File: src/aatr_map.vh
// register map, field positions, reset values and timing for the auto adc register bank
// assumes inclusion by bare name from the design files
`ifndef AATR_MAP_VH
`define AATR_MAP_VH
`define AATR_ADDR_W 8
`define AATR_DATA_W 8
`define AATR_OFF_BATT_LOW 8'h5d
`define AATR_OFF_TCAL 8'h5e
`define AATR_OFF_CH4_RES 8'h5f
`define AATR_OFF_CH4_HI 8'h60
`define AATR_OFF_CH4_LO 8'h61
`define AATR_OFF_CH5_RES 8'h62
`define AATR_OFF_CH5_HI 8'h63
`define AATR_OFF_CH5_LO 8'h64
`define AATR_OFF_CH6_RES 8'h65
`define AATR_OFF_CH6_HI 8'h66
`define AATR_OFF_CH6_LO 8'h67
`define AATR_OFF_TJ_RES 8'h68
`define AATR_OFF_TCTL_A 8'h69
`define AATR_OFF_AUTO_CTL 8'h70
`define AATR_OFF_EVENT 8'h71
`define AATR_OFF_STATUS 8'h72
`define AATR_RST_ONES 8'h00ff
`define AATR_RST_ZERO 8'h0000
`define AATR_BIT_AUTO_EN 0
`define AATR_BIT_PEN_EN 1
`define AATR_BIT_XONLY 2
`define AATR_BIT_CH4_EN 0
`define AATR_BIT_CH5_EN 1
`define AATR_BIT_CH6_EN 2
`define AATR_BIT_FAST 3
`define AATR_SLOT_W 4
`define AATR_SLOT_X 4'h1
`define AATR_SLOT_Y 4'h2
`define AATR_SLOT_Z 4'h4
`define AATR_SLOT_PEN 4'h8
`define AATR_ECO_INTERVAL_MS 10
`define AATR_FAST_INTERVAL_MS 1
`define AATR_CLK_KHZ 125000
`define AATR_NUM_CH 3
`endif

File: src/aatr_interval_timer.v
// sequence interval timer: pulses once per economy or fast interval
// assumes a free running clk_sys; counts are parameters for short simulation
`timescale 1ns/1ns
`include "aatr_map.vh"
module aatr_interval_timer #(
   parameter [23:0] ECO_CYCLES = 24'd1250000,
   parameter [23:0] FAST_CYCLES = 24'd125000
) (
   input wire clk_sys, // system clock
   input wire rst_b, // async reset, active low
   input wire fastMode, // 1 selects the short interval
   output reg tick_q // one-cycle interval pulse
);
   reg [23:0] count_q;
   wire [23:0] limit = fastMode ? FAST_CYCLES : ECO_CYCLES;
   always @(posedge clk_sys or negedge rst_b) begin
      if (!rst_b) begin
         count_q <= 24'h00_0000;
         tick_q <= 1'b0;
      end else if (count_q + 24'h00_0001 >= limit) begin
         count_q <= 24'h00_0000;
         tick_q <= 1'b1;
      end else begin
         count_q <= count_q + 24'h00_0001;
         tick_q <= 1'b0;
      end
   end
endmodule // aatr_interval_timer

File: src/aatr_regs.v
// What this block does
// battery temperature low threshold, read-write, resets to all ones
// junction temperature calibration offset, signed, read-write, resets to zero
// channel four auto result, read-only, resets to zero
// channel four high threshold, read-write, resets to all ones
// channel four low threshold, read-write, resets to zero
// channel five auto result, read-only, resets to zero
// channel five high threshold, read-write, resets to all ones
// channel five low threshold, read-write, resets to zero
// channel six auto result, read-only, resets to zero
// channel six high threshold, read-write, resets to all ones
// channel six low threshold, read-write, resets to zero
// junction temperature result from internal channel, read-only, resets to zero
// auto enable bit gates every automatic touch sequence
// pen enable bit turns on pen detect and repeats
// mode zero measures x, y, z, x, y each with pen check
// mode one measures x only with pen check
// with pen enable repeat until pen lifts, else one sequence
// sequence interval ten ms economy, one ms fast
// flag result above high or below low when channel enabled
// result registers update whole at end of conversion slot
//
// register bank for automatic adc results, thresholds and touch control
// assumes a plain strobe bus on clk_sys and adc core results with done strobes
//
// Local design decision: the address-and-strobe port.
`timescale 1ns/1ns
`include "aatr_map.vh"
module aatr_regs #(
   parameter [23:0] ECO_CYCLES = `AATR_ECO_INTERVAL_MS * `AATR_CLK_KHZ,
   parameter [23:0] FAST_CYCLES = `AATR_FAST_INTERVAL_MS * `AATR_CLK_KHZ
) (
   input wire clk_sys, // system clock 125 MHz
   input wire rst_b, // async reset, active low
   input wire [7:0] regAddr, // register address
   input wire [7:0] regWrData, // write data
   input wire regWrStb, // write strobe
   input wire regRdStb, // read strobe
   output reg [7:0] regRdData_q, // read data, cycle after strobe
   input wire [23:0] chanResults, // ch6,ch5,ch4 conversion values
   input wire [2:0] chanDone, // per channel conversion done pulse
   input wire [7:0] junctionResult, // internal channel conversion value
   input wire junctionDone, // junction conversion done pulse
   input wire penDownPin, // pen down level from comparator
   input wire slotDone, // adc slot finished pulse
   input wire manualTrigger, // manual measurement pulse
   output reg [3:0] touchSlot_q, // one-hot touch slot request
   output reg touchBusy_q, // touch sequence running
   output reg [7:0] tempOffset_q, // calibration offset to the adc core
   output reg [7:0] battLowThreshold_q, // battery temperature low threshold
   output reg intervalTick_q // start of each auto sequence interval
);
   reg [7:0] tctlA_q;
   reg [7:0] autoCtl_q;
   reg [7:0] tjRes_q;
   wire [2:0] evHigh;
   wire [2:0] evLow;
   reg [2:0] penSync_q;
   reg penLevel_q;
   wire [23:0] resFlat;
   wire [23:0] hiFlat;
   wire [23:0] loFlat;
   wire tick;
   wire [3:0] seqSlot;
   wire seqBusy;
   wire wrEvent = regWrStb && (regAddr == `AATR_OFF_EVENT);
   // ************************************************************
   // per channel result, thresholds, events
   // ************************************************************
   genvar gi;
   generate
      for (gi = 0; gi < `AATR_NUM_CH; gi = gi + 1) begin : gCh
         reg [7:0] res_q;
         reg [7:0] hi_q;
         reg [7:0] lo_q;
         reg evHi_q;
         reg evLo_q;
         wire [31:0] offSum = `AATR_OFF_CH4_RES + 8'd3 * gi;
         wire [7:0] offRes = offSum[7:0];
         wire en = autoCtl_q[gi];
         wire [7:0] newVal = chanResults[8*gi +: 8];
         always @(posedge clk_sys or negedge rst_b) begin
            if (!rst_b) begin
               res_q <= `AATR_RST_ZERO;
               hi_q <= `AATR_RST_ONES;
               lo_q <= `AATR_RST_ZERO;
               evHi_q <= 1'b0;
               evLo_q <= 1'b0;
            end else begin
               if (chanDone[gi] && en) begin
                  res_q <= newVal;
               end
               if (regWrStb && regAddr == offRes + 8'd1) begin
                  hi_q <= regWrData;
               end
               if (regWrStb && regAddr == offRes + 8'd2) begin
                  lo_q <= regWrData;
               end
               // set wins over clear
               if (chanDone[gi] && en && newVal > hi_q) begin
                  evHi_q <= 1'b1;
               end else if (wrEvent && regWrData[gi]) begin
                  evHi_q <= 1'b0;
               end
               if (chanDone[gi] && en && newVal < lo_q) begin
                  evLo_q <= 1'b1;
               end else if (wrEvent && regWrData[gi + 4]) begin
                  evLo_q <= 1'b0;
               end
            end
         end
         assign resFlat[8*gi +: 8] = res_q;
         assign hiFlat[8*gi +: 8] = hi_q;
         assign loFlat[8*gi +: 8] = lo_q;
         assign evHigh[gi] = evHi_q;
         assign evLow[gi] = evLo_q;
      end
   endgenerate
   // ************************************************************
   // plain registers and pen synchroniser
   // ************************************************************
   always @(posedge clk_sys or negedge rst_b) begin
      if (!rst_b) begin
         tctlA_q <= `AATR_RST_ZERO;
         autoCtl_q <= `AATR_RST_ZERO;
         tempOffset_q <= `AATR_RST_ZERO;
         battLowThreshold_q <= `AATR_RST_ONES;
         tjRes_q <= `AATR_RST_ZERO;
         penSync_q <= 3'b000;
         penLevel_q <= 1'b0;
      end else begin
         penSync_q <= {penSync_q[1:0], penDownPin};
         if (penSync_q[2] == penSync_q[1]) begin
            penLevel_q <= penSync_q[2];
         end
         if (junctionDone) begin
            tjRes_q <= junctionResult;
         end
         if (regWrStb) begin
            case (regAddr)
               `AATR_OFF_BATT_LOW: battLowThreshold_q <= regWrData;
               `AATR_OFF_TCAL: tempOffset_q <= regWrData;
               `AATR_OFF_TCTL_A: tctlA_q <= regWrData;
               `AATR_OFF_AUTO_CTL: autoCtl_q <= regWrData;
               default: tctlA_q <= tctlA_q;
            endcase
         end
      end
   end
   // ************************************************************
   // read path
   // ************************************************************
   always @(posedge clk_sys or negedge rst_b) begin
      if (!rst_b) begin
         regRdData_q <= `AATR_RST_ZERO;
      end else if (regRdStb) begin
         case (regAddr)
            `AATR_OFF_BATT_LOW: regRdData_q <= battLowThreshold_q;
            `AATR_OFF_TCAL: regRdData_q <= tempOffset_q;
            `AATR_OFF_CH4_RES: regRdData_q <= resFlat[7:0];
            `AATR_OFF_CH4_HI: regRdData_q <= hiFlat[7:0];
            `AATR_OFF_CH4_LO: regRdData_q <= loFlat[7:0];
            `AATR_OFF_CH5_RES: regRdData_q <= resFlat[15:8];
            `AATR_OFF_CH5_HI: regRdData_q <= hiFlat[15:8];
            `AATR_OFF_CH5_LO: regRdData_q <= loFlat[15:8];
            `AATR_OFF_CH6_RES: regRdData_q <= resFlat[23:16];
            `AATR_OFF_CH6_HI: regRdData_q <= hiFlat[23:16];
            `AATR_OFF_CH6_LO: regRdData_q <= loFlat[23:16];
            `AATR_OFF_TJ_RES: regRdData_q <= tjRes_q;
            `AATR_OFF_TCTL_A: regRdData_q <= tctlA_q;
            `AATR_OFF_AUTO_CTL: regRdData_q <= autoCtl_q;
            `AATR_OFF_EVENT: regRdData_q <= {1'b0, evLow, 1'b0, evHigh};
            `AATR_OFF_STATUS: regRdData_q <= {2'b00, penLevel_q, touchBusy_q, touchSlot_q};
            default: regRdData_q <= `AATR_RST_ZERO;
         endcase
      end
   end
   // ************************************************************
   // sequencing
   // ************************************************************
   aatr_interval_timer #(
      .ECO_CYCLES(ECO_CYCLES),
      .FAST_CYCLES(FAST_CYCLES)
   ) uTimer (
      .clk_sys(clk_sys),
      .rst_b(rst_b),
      .fastMode(autoCtl_q[`AATR_BIT_FAST]),
      .tick_q(tick)
   );
   aatr_touch_seq uSeq (
      .clk_sys(clk_sys),
      .rst_b(rst_b),
      .autoEnable(tctlA_q[`AATR_BIT_AUTO_EN]),
      .penEnable(tctlA_q[`AATR_BIT_PEN_EN]),
      .xOnly(tctlA_q[`AATR_BIT_XONLY]),
      .trigger(manualTrigger),
      .penDown(penLevel_q),
      .slotDone(slotDone),
      .slot_q(seqSlot),
      .busy_q(seqBusy)
   );
   always @(posedge clk_sys or negedge rst_b) begin
      if (!rst_b) begin
         touchSlot_q <= 4'h0;
         touchBusy_q <= 1'b0;
         intervalTick_q <= 1'b0;
      end else begin
         touchSlot_q <= seqSlot;
         touchBusy_q <= seqBusy;
         intervalTick_q <= tick;
      end
   end
endmodule // aatr_regs

File: src/aatr_touch_seq.v
// touch sequence engine: steps through measurement slots, each followed by a pen check
// assumes pen level already synchronised; one slot per slotDone pulse
`timescale 1ns/1ns
`include "aatr_map.vh"
module aatr_touch_seq (
   input wire clk_sys, // system clock
   input wire rst_b, // async reset, active low
   input wire autoEnable, // automatic sequences allowed
   input wire penEnable, // pen detect and repeat allowed
   input wire xOnly, // 1 selects x only sequence
   input wire trigger, // start pulse, driven from manualTrigger only
   input wire penDown, // synchronised pen level
   input wire slotDone, // current slot finished
   output reg [3:0] slot_q, // one-hot slot being measured, zero when idle
   output reg busy_q // sequence running
);
   localparam S_IDLE = 3'b001;
   localparam S_MEAS = 3'b010;
   localparam S_PEN = 3'b100;
   reg [2:0] state_q;
   reg [2:0] step_q;
   reg [3:0] measSlot;
   // slot for the step about to start, not the one just ended
   wire [2:0] nextStep = step_q + 3'd1;
   wire lastStep = xOnly ? (step_q == 3'd0) : (step_q == 3'd4);
   // xyz then two more x,y
   always @* begin
      case (nextStep)
         3'd0: measSlot = `AATR_SLOT_X;
         3'd1: measSlot = xOnly ? `AATR_SLOT_X : `AATR_SLOT_Y;
         3'd2: measSlot = `AATR_SLOT_Z;
         3'd3: measSlot = `AATR_SLOT_X;
         default: measSlot = `AATR_SLOT_Y;
      endcase
   end
   wire penTrig = penEnable & penDown;
   always @(posedge clk_sys or negedge rst_b) begin
      if (!rst_b) begin
         state_q <= S_IDLE;
         step_q <= 3'd0;
         slot_q <= 4'h0;
         busy_q <= 1'b0;
      end else begin
         case (state_q)
            S_IDLE: begin
               if (autoEnable && (trigger || penTrig)) begin
                  state_q <= S_MEAS;
                  step_q <= 3'd0;
                  slot_q <= `AATR_SLOT_X;
                  busy_q <= 1'b1;
               end else begin
                  slot_q <= 4'h0;
                  busy_q <= 1'b0;
               end
            end
            S_MEAS: begin
               if (!autoEnable) begin
                  state_q <= S_IDLE;
                  slot_q <= 4'h0;
               end else if (slotDone) begin
                  state_q <= S_PEN;
                  slot_q <= `AATR_SLOT_PEN;
               end
            end
            S_PEN: begin
               if (!autoEnable) begin
                  state_q <= S_IDLE;
                  slot_q <= 4'h0;
               end else if (slotDone) begin
                  if (!lastStep) begin
                     step_q <= step_q + 3'd1;
                     state_q <= S_MEAS;
                     slot_q <= measSlot;
                  end else if (penEnable && penDown) begin
                     step_q <= 3'd0;
                     state_q <= S_MEAS;
                     slot_q <= `AATR_SLOT_X;
                  end else begin
                     state_q <= S_IDLE;
                     slot_q <= 4'h0;
                  end
               end
            end
            default: begin
               state_q <= S_IDLE;
               slot_q <= 4'h0;
            end
         endcase
      end
   end
endmodule // aatr_touch_seq

File: config.mk
export PLATFORM = sky130hd
export DESIGN_NAME = aatr_regs
export DESIGN_NICKNAME = d
export VERILOG_FILES = /design/src/aatr_interval_timer.v /design/src/aatr_regs.v /design/src/aatr_touch_seq.v
export VERILOG_INCLUDE_DIRS = /design/src
export SDC_FILE = /design/constraint.sdc
export NUM_CORES = 1
export LEC_CHECK = 0
export BUFFER_PORTS_ARGS = -buffer_cell sky130_fd_sc_hd__buf_2
export CORE_MARGIN = 3
export CORE_UTILIZATION = 55
export DETAILED_ROUTE_END_ITERATION = 7
export MAX_ROUTING_LAYER = met4
export PLACE_DENSITY = 0.82
export SYNTH_ARGS = -nofsm -noshare
export SYNTH_HDL_FRONTEND = slang
export SYNTH_SLANG_ARGS = --single-unit
export TNS_END_PERCENT = 20
File: constraint.sdc
create_clock -name clk_sys -period 6.3 [get_ports clk_sys]
set_input_delay 0.63 -clock clk_sys [delete_from_list [all_inputs] [get_ports clk_sys]]
set_output_delay 0.63 -clock clk_sys [all_outputs]
set_load 0.03 [all_outputs]
==> results by group, run 1 <==
Clock network
  • CTS H-tree depth: 4
  • Clock Latency Late Sink: 440 ps
  • CTS tree: done
  • Clock Pin Slew Worst Setup and Hold Paths: 70 ps
  • Hold buffer count at cts: 0
  • Post-cts sizing count: 0
  • Inserted Clock Buffers: 17
  • CTS Root Buffer Type: clkbuf_16
  • Clock sink total: 172
  • CTS max path bufs: 2
  • Postcts setup bufs: 0

Worst setup path
  • Crit end category: flip-flop
  • Crit start category: flip-flop
  • Critical path cell sequence: nand2_1 -> or2_1 -> or4_4 -> xnor2_1 -> ha_1 -> nand4_1 -> nor3b_1 -> o211ai_1 -> a21boi_1 -> a41o_1 -> nor3b_2
  • Critical Path AT: 4000 ps
  • Worst path bufs/invs: 0
  • CP max stage cell: a41o_1
  • CP Class: flip-flop to flip-flop
  • Max incr delay on CP: 840 ps
  • Reg2reg path depth: 11
  • Worst-path maximum fanout: 20
  • Cell family with most CP delay: simple AND/OR/NAND/NOR gates
  • CP required: 6580 ps
  • Worst path depth: 11

Global route
  • Initial antenna violation count: 1
  • Total track usage: 27.90%
  • Gr ovfl total: 0
  • Largest net degree at the start of global routing: 67
  • Vias in the first global route: 7786
  • Global-route wire length before repair: 41460 µm

Floorplan
  • DIE HEIGHT: 139.7 µm
  • Die area: 0.01950 mm²
  • Io pins: 89
  • Row count: 48
  • Die Width: 139.7 µm
  • Initial Util: 56.42%
  • Core footprint: 0.01742 mm²

Timing
  • Least-Margin Pin Slew: 1088 ps
  • # setup viols final: 0
  • Slew Viols, Final: 0
  • Worst clock skew: 10.27 ps
  • Hold Fails Final Rpt: 0
  • Fin crit period: 3718 ps
  • RSZ-0062 raised after global routing: false
  • Period Utilization, post-route: 59.01%
  • WHS: 173.8 ps
  • Max transition margin: 27.48%
  • Final TNS setup: 0 ps
  • Fmax: 0.2690 GHz

Route
  • DRT iter0 DRCs: 598
  • Total Wirelength: 26040 µm
  • Via Count: 7612
  • Wirelength per Cell: 21.34 µm
  • First-pass DRT Iterations: 6
  • # DRC: 0
  • Final ANT Viol Nets: 0
  • Vias/cell: 6.239

Power and ir drop
  • Power density cells: 244.4 mW/mm²
  • Power after layout: 2.694 mW
  • P_leak: 4.972 nW
  • VDD IR max: 0.2315 mV

Cells and area
  • Fillcell total: 1342
  • Area Growth Syn to Fin: 12.20%
  • Fin util: 63.30%
  • Final Instance Area: 0.01102 mm²
  • Fin nets: 1103
  • Share of cells above drive strength 1: 28.57%

Placement
  • Dpl cell area: 0.01041 mm²
  • Port bufs: 88
  • DP Wirelength: 18610 µm
  • GPL Wtd Cong: 0.9642

Synth
  • Seq cells post-synth: 172
  • Post-synthesis sequential area ratio: 44.23%
  • Number of synthesized flops with an enable pin: 0
  • Mapped Cells: 909
  • Syn avg cell area: 10.81 µm²
  • Synth area leader: dfrtp_1
  • Synth top area cells: dfrtp_1 (35%), mux2_2 (9.9%), dfstp_2 (8.8%)
  • Ys flop type: dfrtp_1
  • Top cell type's share of synthesized area: 35.40%
  • Post-Syn Area: 0.009826 mm²
  • Yosys Warn Count: 0
  • Async SR Flop Fraction: 100.0%
  • Yosys cell types: 76

Run
  • Max-cap violation count: 0

Worst hold path
  • Worst Hold Class: input pin to async pin

Run status
  • Status: completed
[Yosys cell counts, drive strengths merged, types with 7 or more instances]
cell	n
nor2	40
dfstp	33
clkbuf	28
mux2	111
xor2	8
xnor2	15
a21o	10
a21oi	25
inv	61
nand4	14
nand2b	15
dfrtp	139
o21ai	58
nand2	57
buf	15
nor3	24
ha	63
nand3	40
mux2i	12
nor2b	13
nor3b	14
a21boi	7
a22oi	20
[cell families (layout without fill, tap and decap cells)]
group / Yosys count / after routing / share of synthesized area [%]
XOR/XNOR: 23 / 23 / 2.127
buffers and inverters: 104 / 187 / 4.304
other: 1 / 4 / 0.03817
multiplexers: 125 / 125 / 14.40
AND/OR/NAND/NOR: 245 / 245 / 15.06
AO/OA/AOI/OAI: 175 / 175 / 11.72
adder cells (fa/ha/maj): 64 / 64 / 8.124
flip-flops: 172 / 172 / 44.23
[stage by stage]
stage               instances  setup WS, ps
finish                   1220          2582
global route             1220          2328
CTS                      1219          2539
detailed placement       1187          2586
global placement         1187          2655
floorplan                 911          3301
[state kept, by name, indices dropped and copies added (netlist names), 24 cells and up]
register        cells
gCh.res_q          24
gCh.lo_q           24
gCh.hi_q           24
uTimer.count_q     24
[final cells by class]
type | count | area, µm² | share of cell area, %
Multi-Input combinational cell | 635 | 5065 | 45.94
Inverter | 61 | 229.0 | 2.077
Tap cell | 225 | 281.5 | 2.554
Timing Repair Buffer | 94 | 491.7 | 4.460
Sequential cell | 172 | 4345 | 39.42
Clock buffer | 17 | 425.4 | 3.859
Antenna cell | 1 | 2.502 | 0.02270
Clock inverter | 15 | 183.9 | 1.668
[layer usage]
layer / routed length (µm) / global-route usage [%] / up-vias
li1: - / - / 3419
met1: 10590 / 35.65 / 3788
met2: 12550 / 43.61 / 331
met3: 1988 / 6.014 / 74
met4: 914 / 11.27 / 0
met5: 0 / - / -
[where the power goes]
part	internal [mW]	switching, mW
clock network	0.544	0.531
registers	1.21	0.0771
logic	0.152	0.184
[final timing paths]
kind	from	slack (ps)	to
setup / recovery	uTimer.count_q[3]	2580	uTimer.count_q[20]
hold / removal	rst_b	170	gCh[1].evLo_q
setup reg to reg	uTimer.count_q[3]	2580	uTimer.count_q[20]
hold reg to reg	penSync_q[0]	350	penSync_q[1]
max in group asynchronous	rst_b	4970	uSeq.step_q[0]
min in group clk_sys	penDownPin	290	penSync_q[0]
[layout by cell type (no fill, tap or decap), types with 10 or more instances in the layout]
cell type	count
a21o_1	10
a21oi_1	25
a22oi_1	20
buf_2	87
clkbuf_16	17
dfrtp_1	139
dfstp_2	33
ha_1	63
inv_1	61
mux2_1	25
mux2_2	86
mux2i_1	12
nand2_1	57
nand2b_1	15
nand3_1	36
nand4_1	12
nor2_1	39
nor2b_1	13
nor3_1	12
nor3_2	11
nor3b_2	12
o21ai_0	41
o21ai_1	17
xnor2_1	15
Power figures use the tool's default switching activity.
==> inputs of run 2 (changes only) <==
CORE_UTILIZATION = 54   (was 55)
PLACE_DENSITY = 0.83   (was 0.82)
clock period = 3.2 ns   (was 6.3 ns; I/O delays follow)
==> run 2 against run 1 <==
  * The run now ends with DRC left
  * Cell count grew 2.9%
  * Worst setup slack got worse by 2500 ps
  * Flip-flop and latch count stayed put
  * Clock power rose by 90%
  * Clock skew grew 3.2 ps
  * Critical path depth increased by 2
  * Wire length rose by 1.9%
==> results by group, run 2 (synthesis gave the netlist of run 1 again) <==
Timing
  • Slew Viols, Final: 0
  • Max transition margin: 44.06%
  • Final TNS setup: 0 ps
  • Least-Margin Pin Slew: 833.5 ps
  • # setup viols final: 0
  • Worst clock skew: 13.52 ps
  • Fmax: 0.3207 GHz
  • Hold Fails Final Rpt: 0
  • Period Utilization, post-route: 97.43%
  • Worst setup margin: 82.20 ps
  • Fin crit period: 3118 ps

Cells and area
  • Commonest non-fill, non-tap cells in the layout: dfrtp_1 (136), buf_2 (87), mux2_2 (86)
  • Share of cells above drive strength 1: 31.75%
  • Area Growth Syn to Fin: 15.43%
  • Commonest non-fill, non-tap cell in the layout: dfrtp_1
  • Non-filler cells in the finished layout: 1255
  • Fin nets: 1139
  • Antenna diode count: 0

Worst setup path
  • CP required: 3540 ps
  • Crit end category: flip-flop
  • Crit start category: flip-flop
  • Critical Path AT: 3460 ps
  • CP Class: flip-flop to flip-flop
  • Worst-path maximum fanout: 11
  • Reg2reg path depth: 13

Clock network
  • CTS max path bufs: 2
  • CTS tree: done
  • Inserted Clock Buffers: 17
  • CTS H-tree depth: 4
  • Clock Latency Late Sink: 450 ps
  • Clock sink total: 172
  • CTS Root Buffer Type: clkbuf_16
  • Clock Pin Slew Worst Setup and Hold Paths: 80 ps

Run status
  • Failing checks: DRC
  • Status: finished, violations left

Floorplan
  • Io pins: 89
  • Die area: 0.01985 mm²
  • DIE HEIGHT: 140.9 µm
  • Initial Util: 56.03%
  • Row count: 48
  • Die Width: 140.9 µm
  • Core footprint: 0.01754 mm²

Power and ir drop
  • Power after layout: 5.251 mW
  • VDD IR max: 0.5375 mV
  • Power density cells: 462.9 mW/mm²
  • P_leak: 5.161 nW

Global route
  • Gr ovfl total: 0
  • Vias in the first global route: 7799
  • Global-route wire length before repair: 42150 µm
  • Global route hottest layer: met2
  • Met1 Use GR: 36.50%
  • Largest net degree at the start of global routing: 67
  • GRT met3 Usage: 6.615%
  • Total track usage: 27.99%
  • Global Route met2 Usage: 42.92%
  • Initial antenna violation count: 0

Route
  • Wirelength per Cell: 21.15 µm
  • Total Wirelength: 26540 µm
  • # DRC: 5
  • DRT iter0 DRCs: 742
  • Final ANT Viol Nets: 0
  • First-pass DRT Iterations: 8
  • Vias/cell: 6.213
  • Via Count: 7797

Placement
  • Port bufs: 88
  • Dpl cells: 1214
  • Place WS: 60.99 ps
  • DP Wirelength: 19250 µm
  • GPL Wtd Cong: 0.9598

Run
  • Max-cap violation count: 0

Worst hold path
  • Worst Hold Class: input pin to flip-flop
  • Hold Path Stages: 2
==> run 2: through the flow <==
step / util [%] / cell area [µm²] / hold slack (ps)
global placement: 60.60 / 10630 / 336.8
finish: 64.68 / 11340 / 107.1
CTS: 64.02 / 11230 / 95.81
floorplan: - / 9833 / 24.41
global route: 64.68 / 11340 / 103.3
detailed placement: 60.60 / 10630 / 341.1
==> run 2: repair_timing <==
| action | 4_1_cts | 5_1_grt |
|---|---|---|
| buffers inserted | 0 | 7 |
| resized for setup | 0 | 12 |
| endpoints found under the hold margin | 47 | 0 |
| hold buffers | 2 | 0 |
| endpoints found under the setup margin | 0 | 21 |
==> run 2: cell type report <==
class | instances | area (µm²)
clock inverters | 14 | 140.1
fillers | 1339 | 6195
well taps | 225 | 281.5
multi-input cells | 635 | 5120
repair buffers | 130 | 783.3
inverters | 61 | 229.0
flip-flops and latches | 172 | 4349
clock buffers | 18 | 439.2
==> run 2: worst paths after layout <==
kind,end,slack [ps],from
max,uTimer.tick_q,80,uTimer.count_q[1]
min reg2reg,penSync_q[1],350,penSync_q[0]
max in group asynchronous,uSeq.state_q[0],1840,rst_b
max reg2reg,uTimer.tick_q,80,uTimer.count_q[1]
min in group asynchronous,gCh[0].lo_q[5],440,rst_b
min,tjRes_q[3],110,junctionResult[3]
==> run 2: power breakdown <==
part           internal [mW]  switching [mW]  total, mW
combinational          0.309           0.366      0.675
sequential              2.37           0.147       2.52
clock                   1.06           0.992       2.05
==> run 2: critical path, cell delays in order (launching register included) <==
cell and delay [ps]:
dfrtp_1 440, nand3_4 80, buf_4 170, nor4_4 340, nand3_2 150, xnor2_2 160
ha_1 300, a21o_1 190, a21o_1 170, a211oi_1 260, a21boi_1 120, a41o_1 260
buf_6 160, or2_1 200
==> run 2: layer usage <==
metal	share of wire (%)	vias up
met5	0	-
met1	41	3854
li1	-	3513
met4	3.3	0
met2	47	366
met3	8.5	64
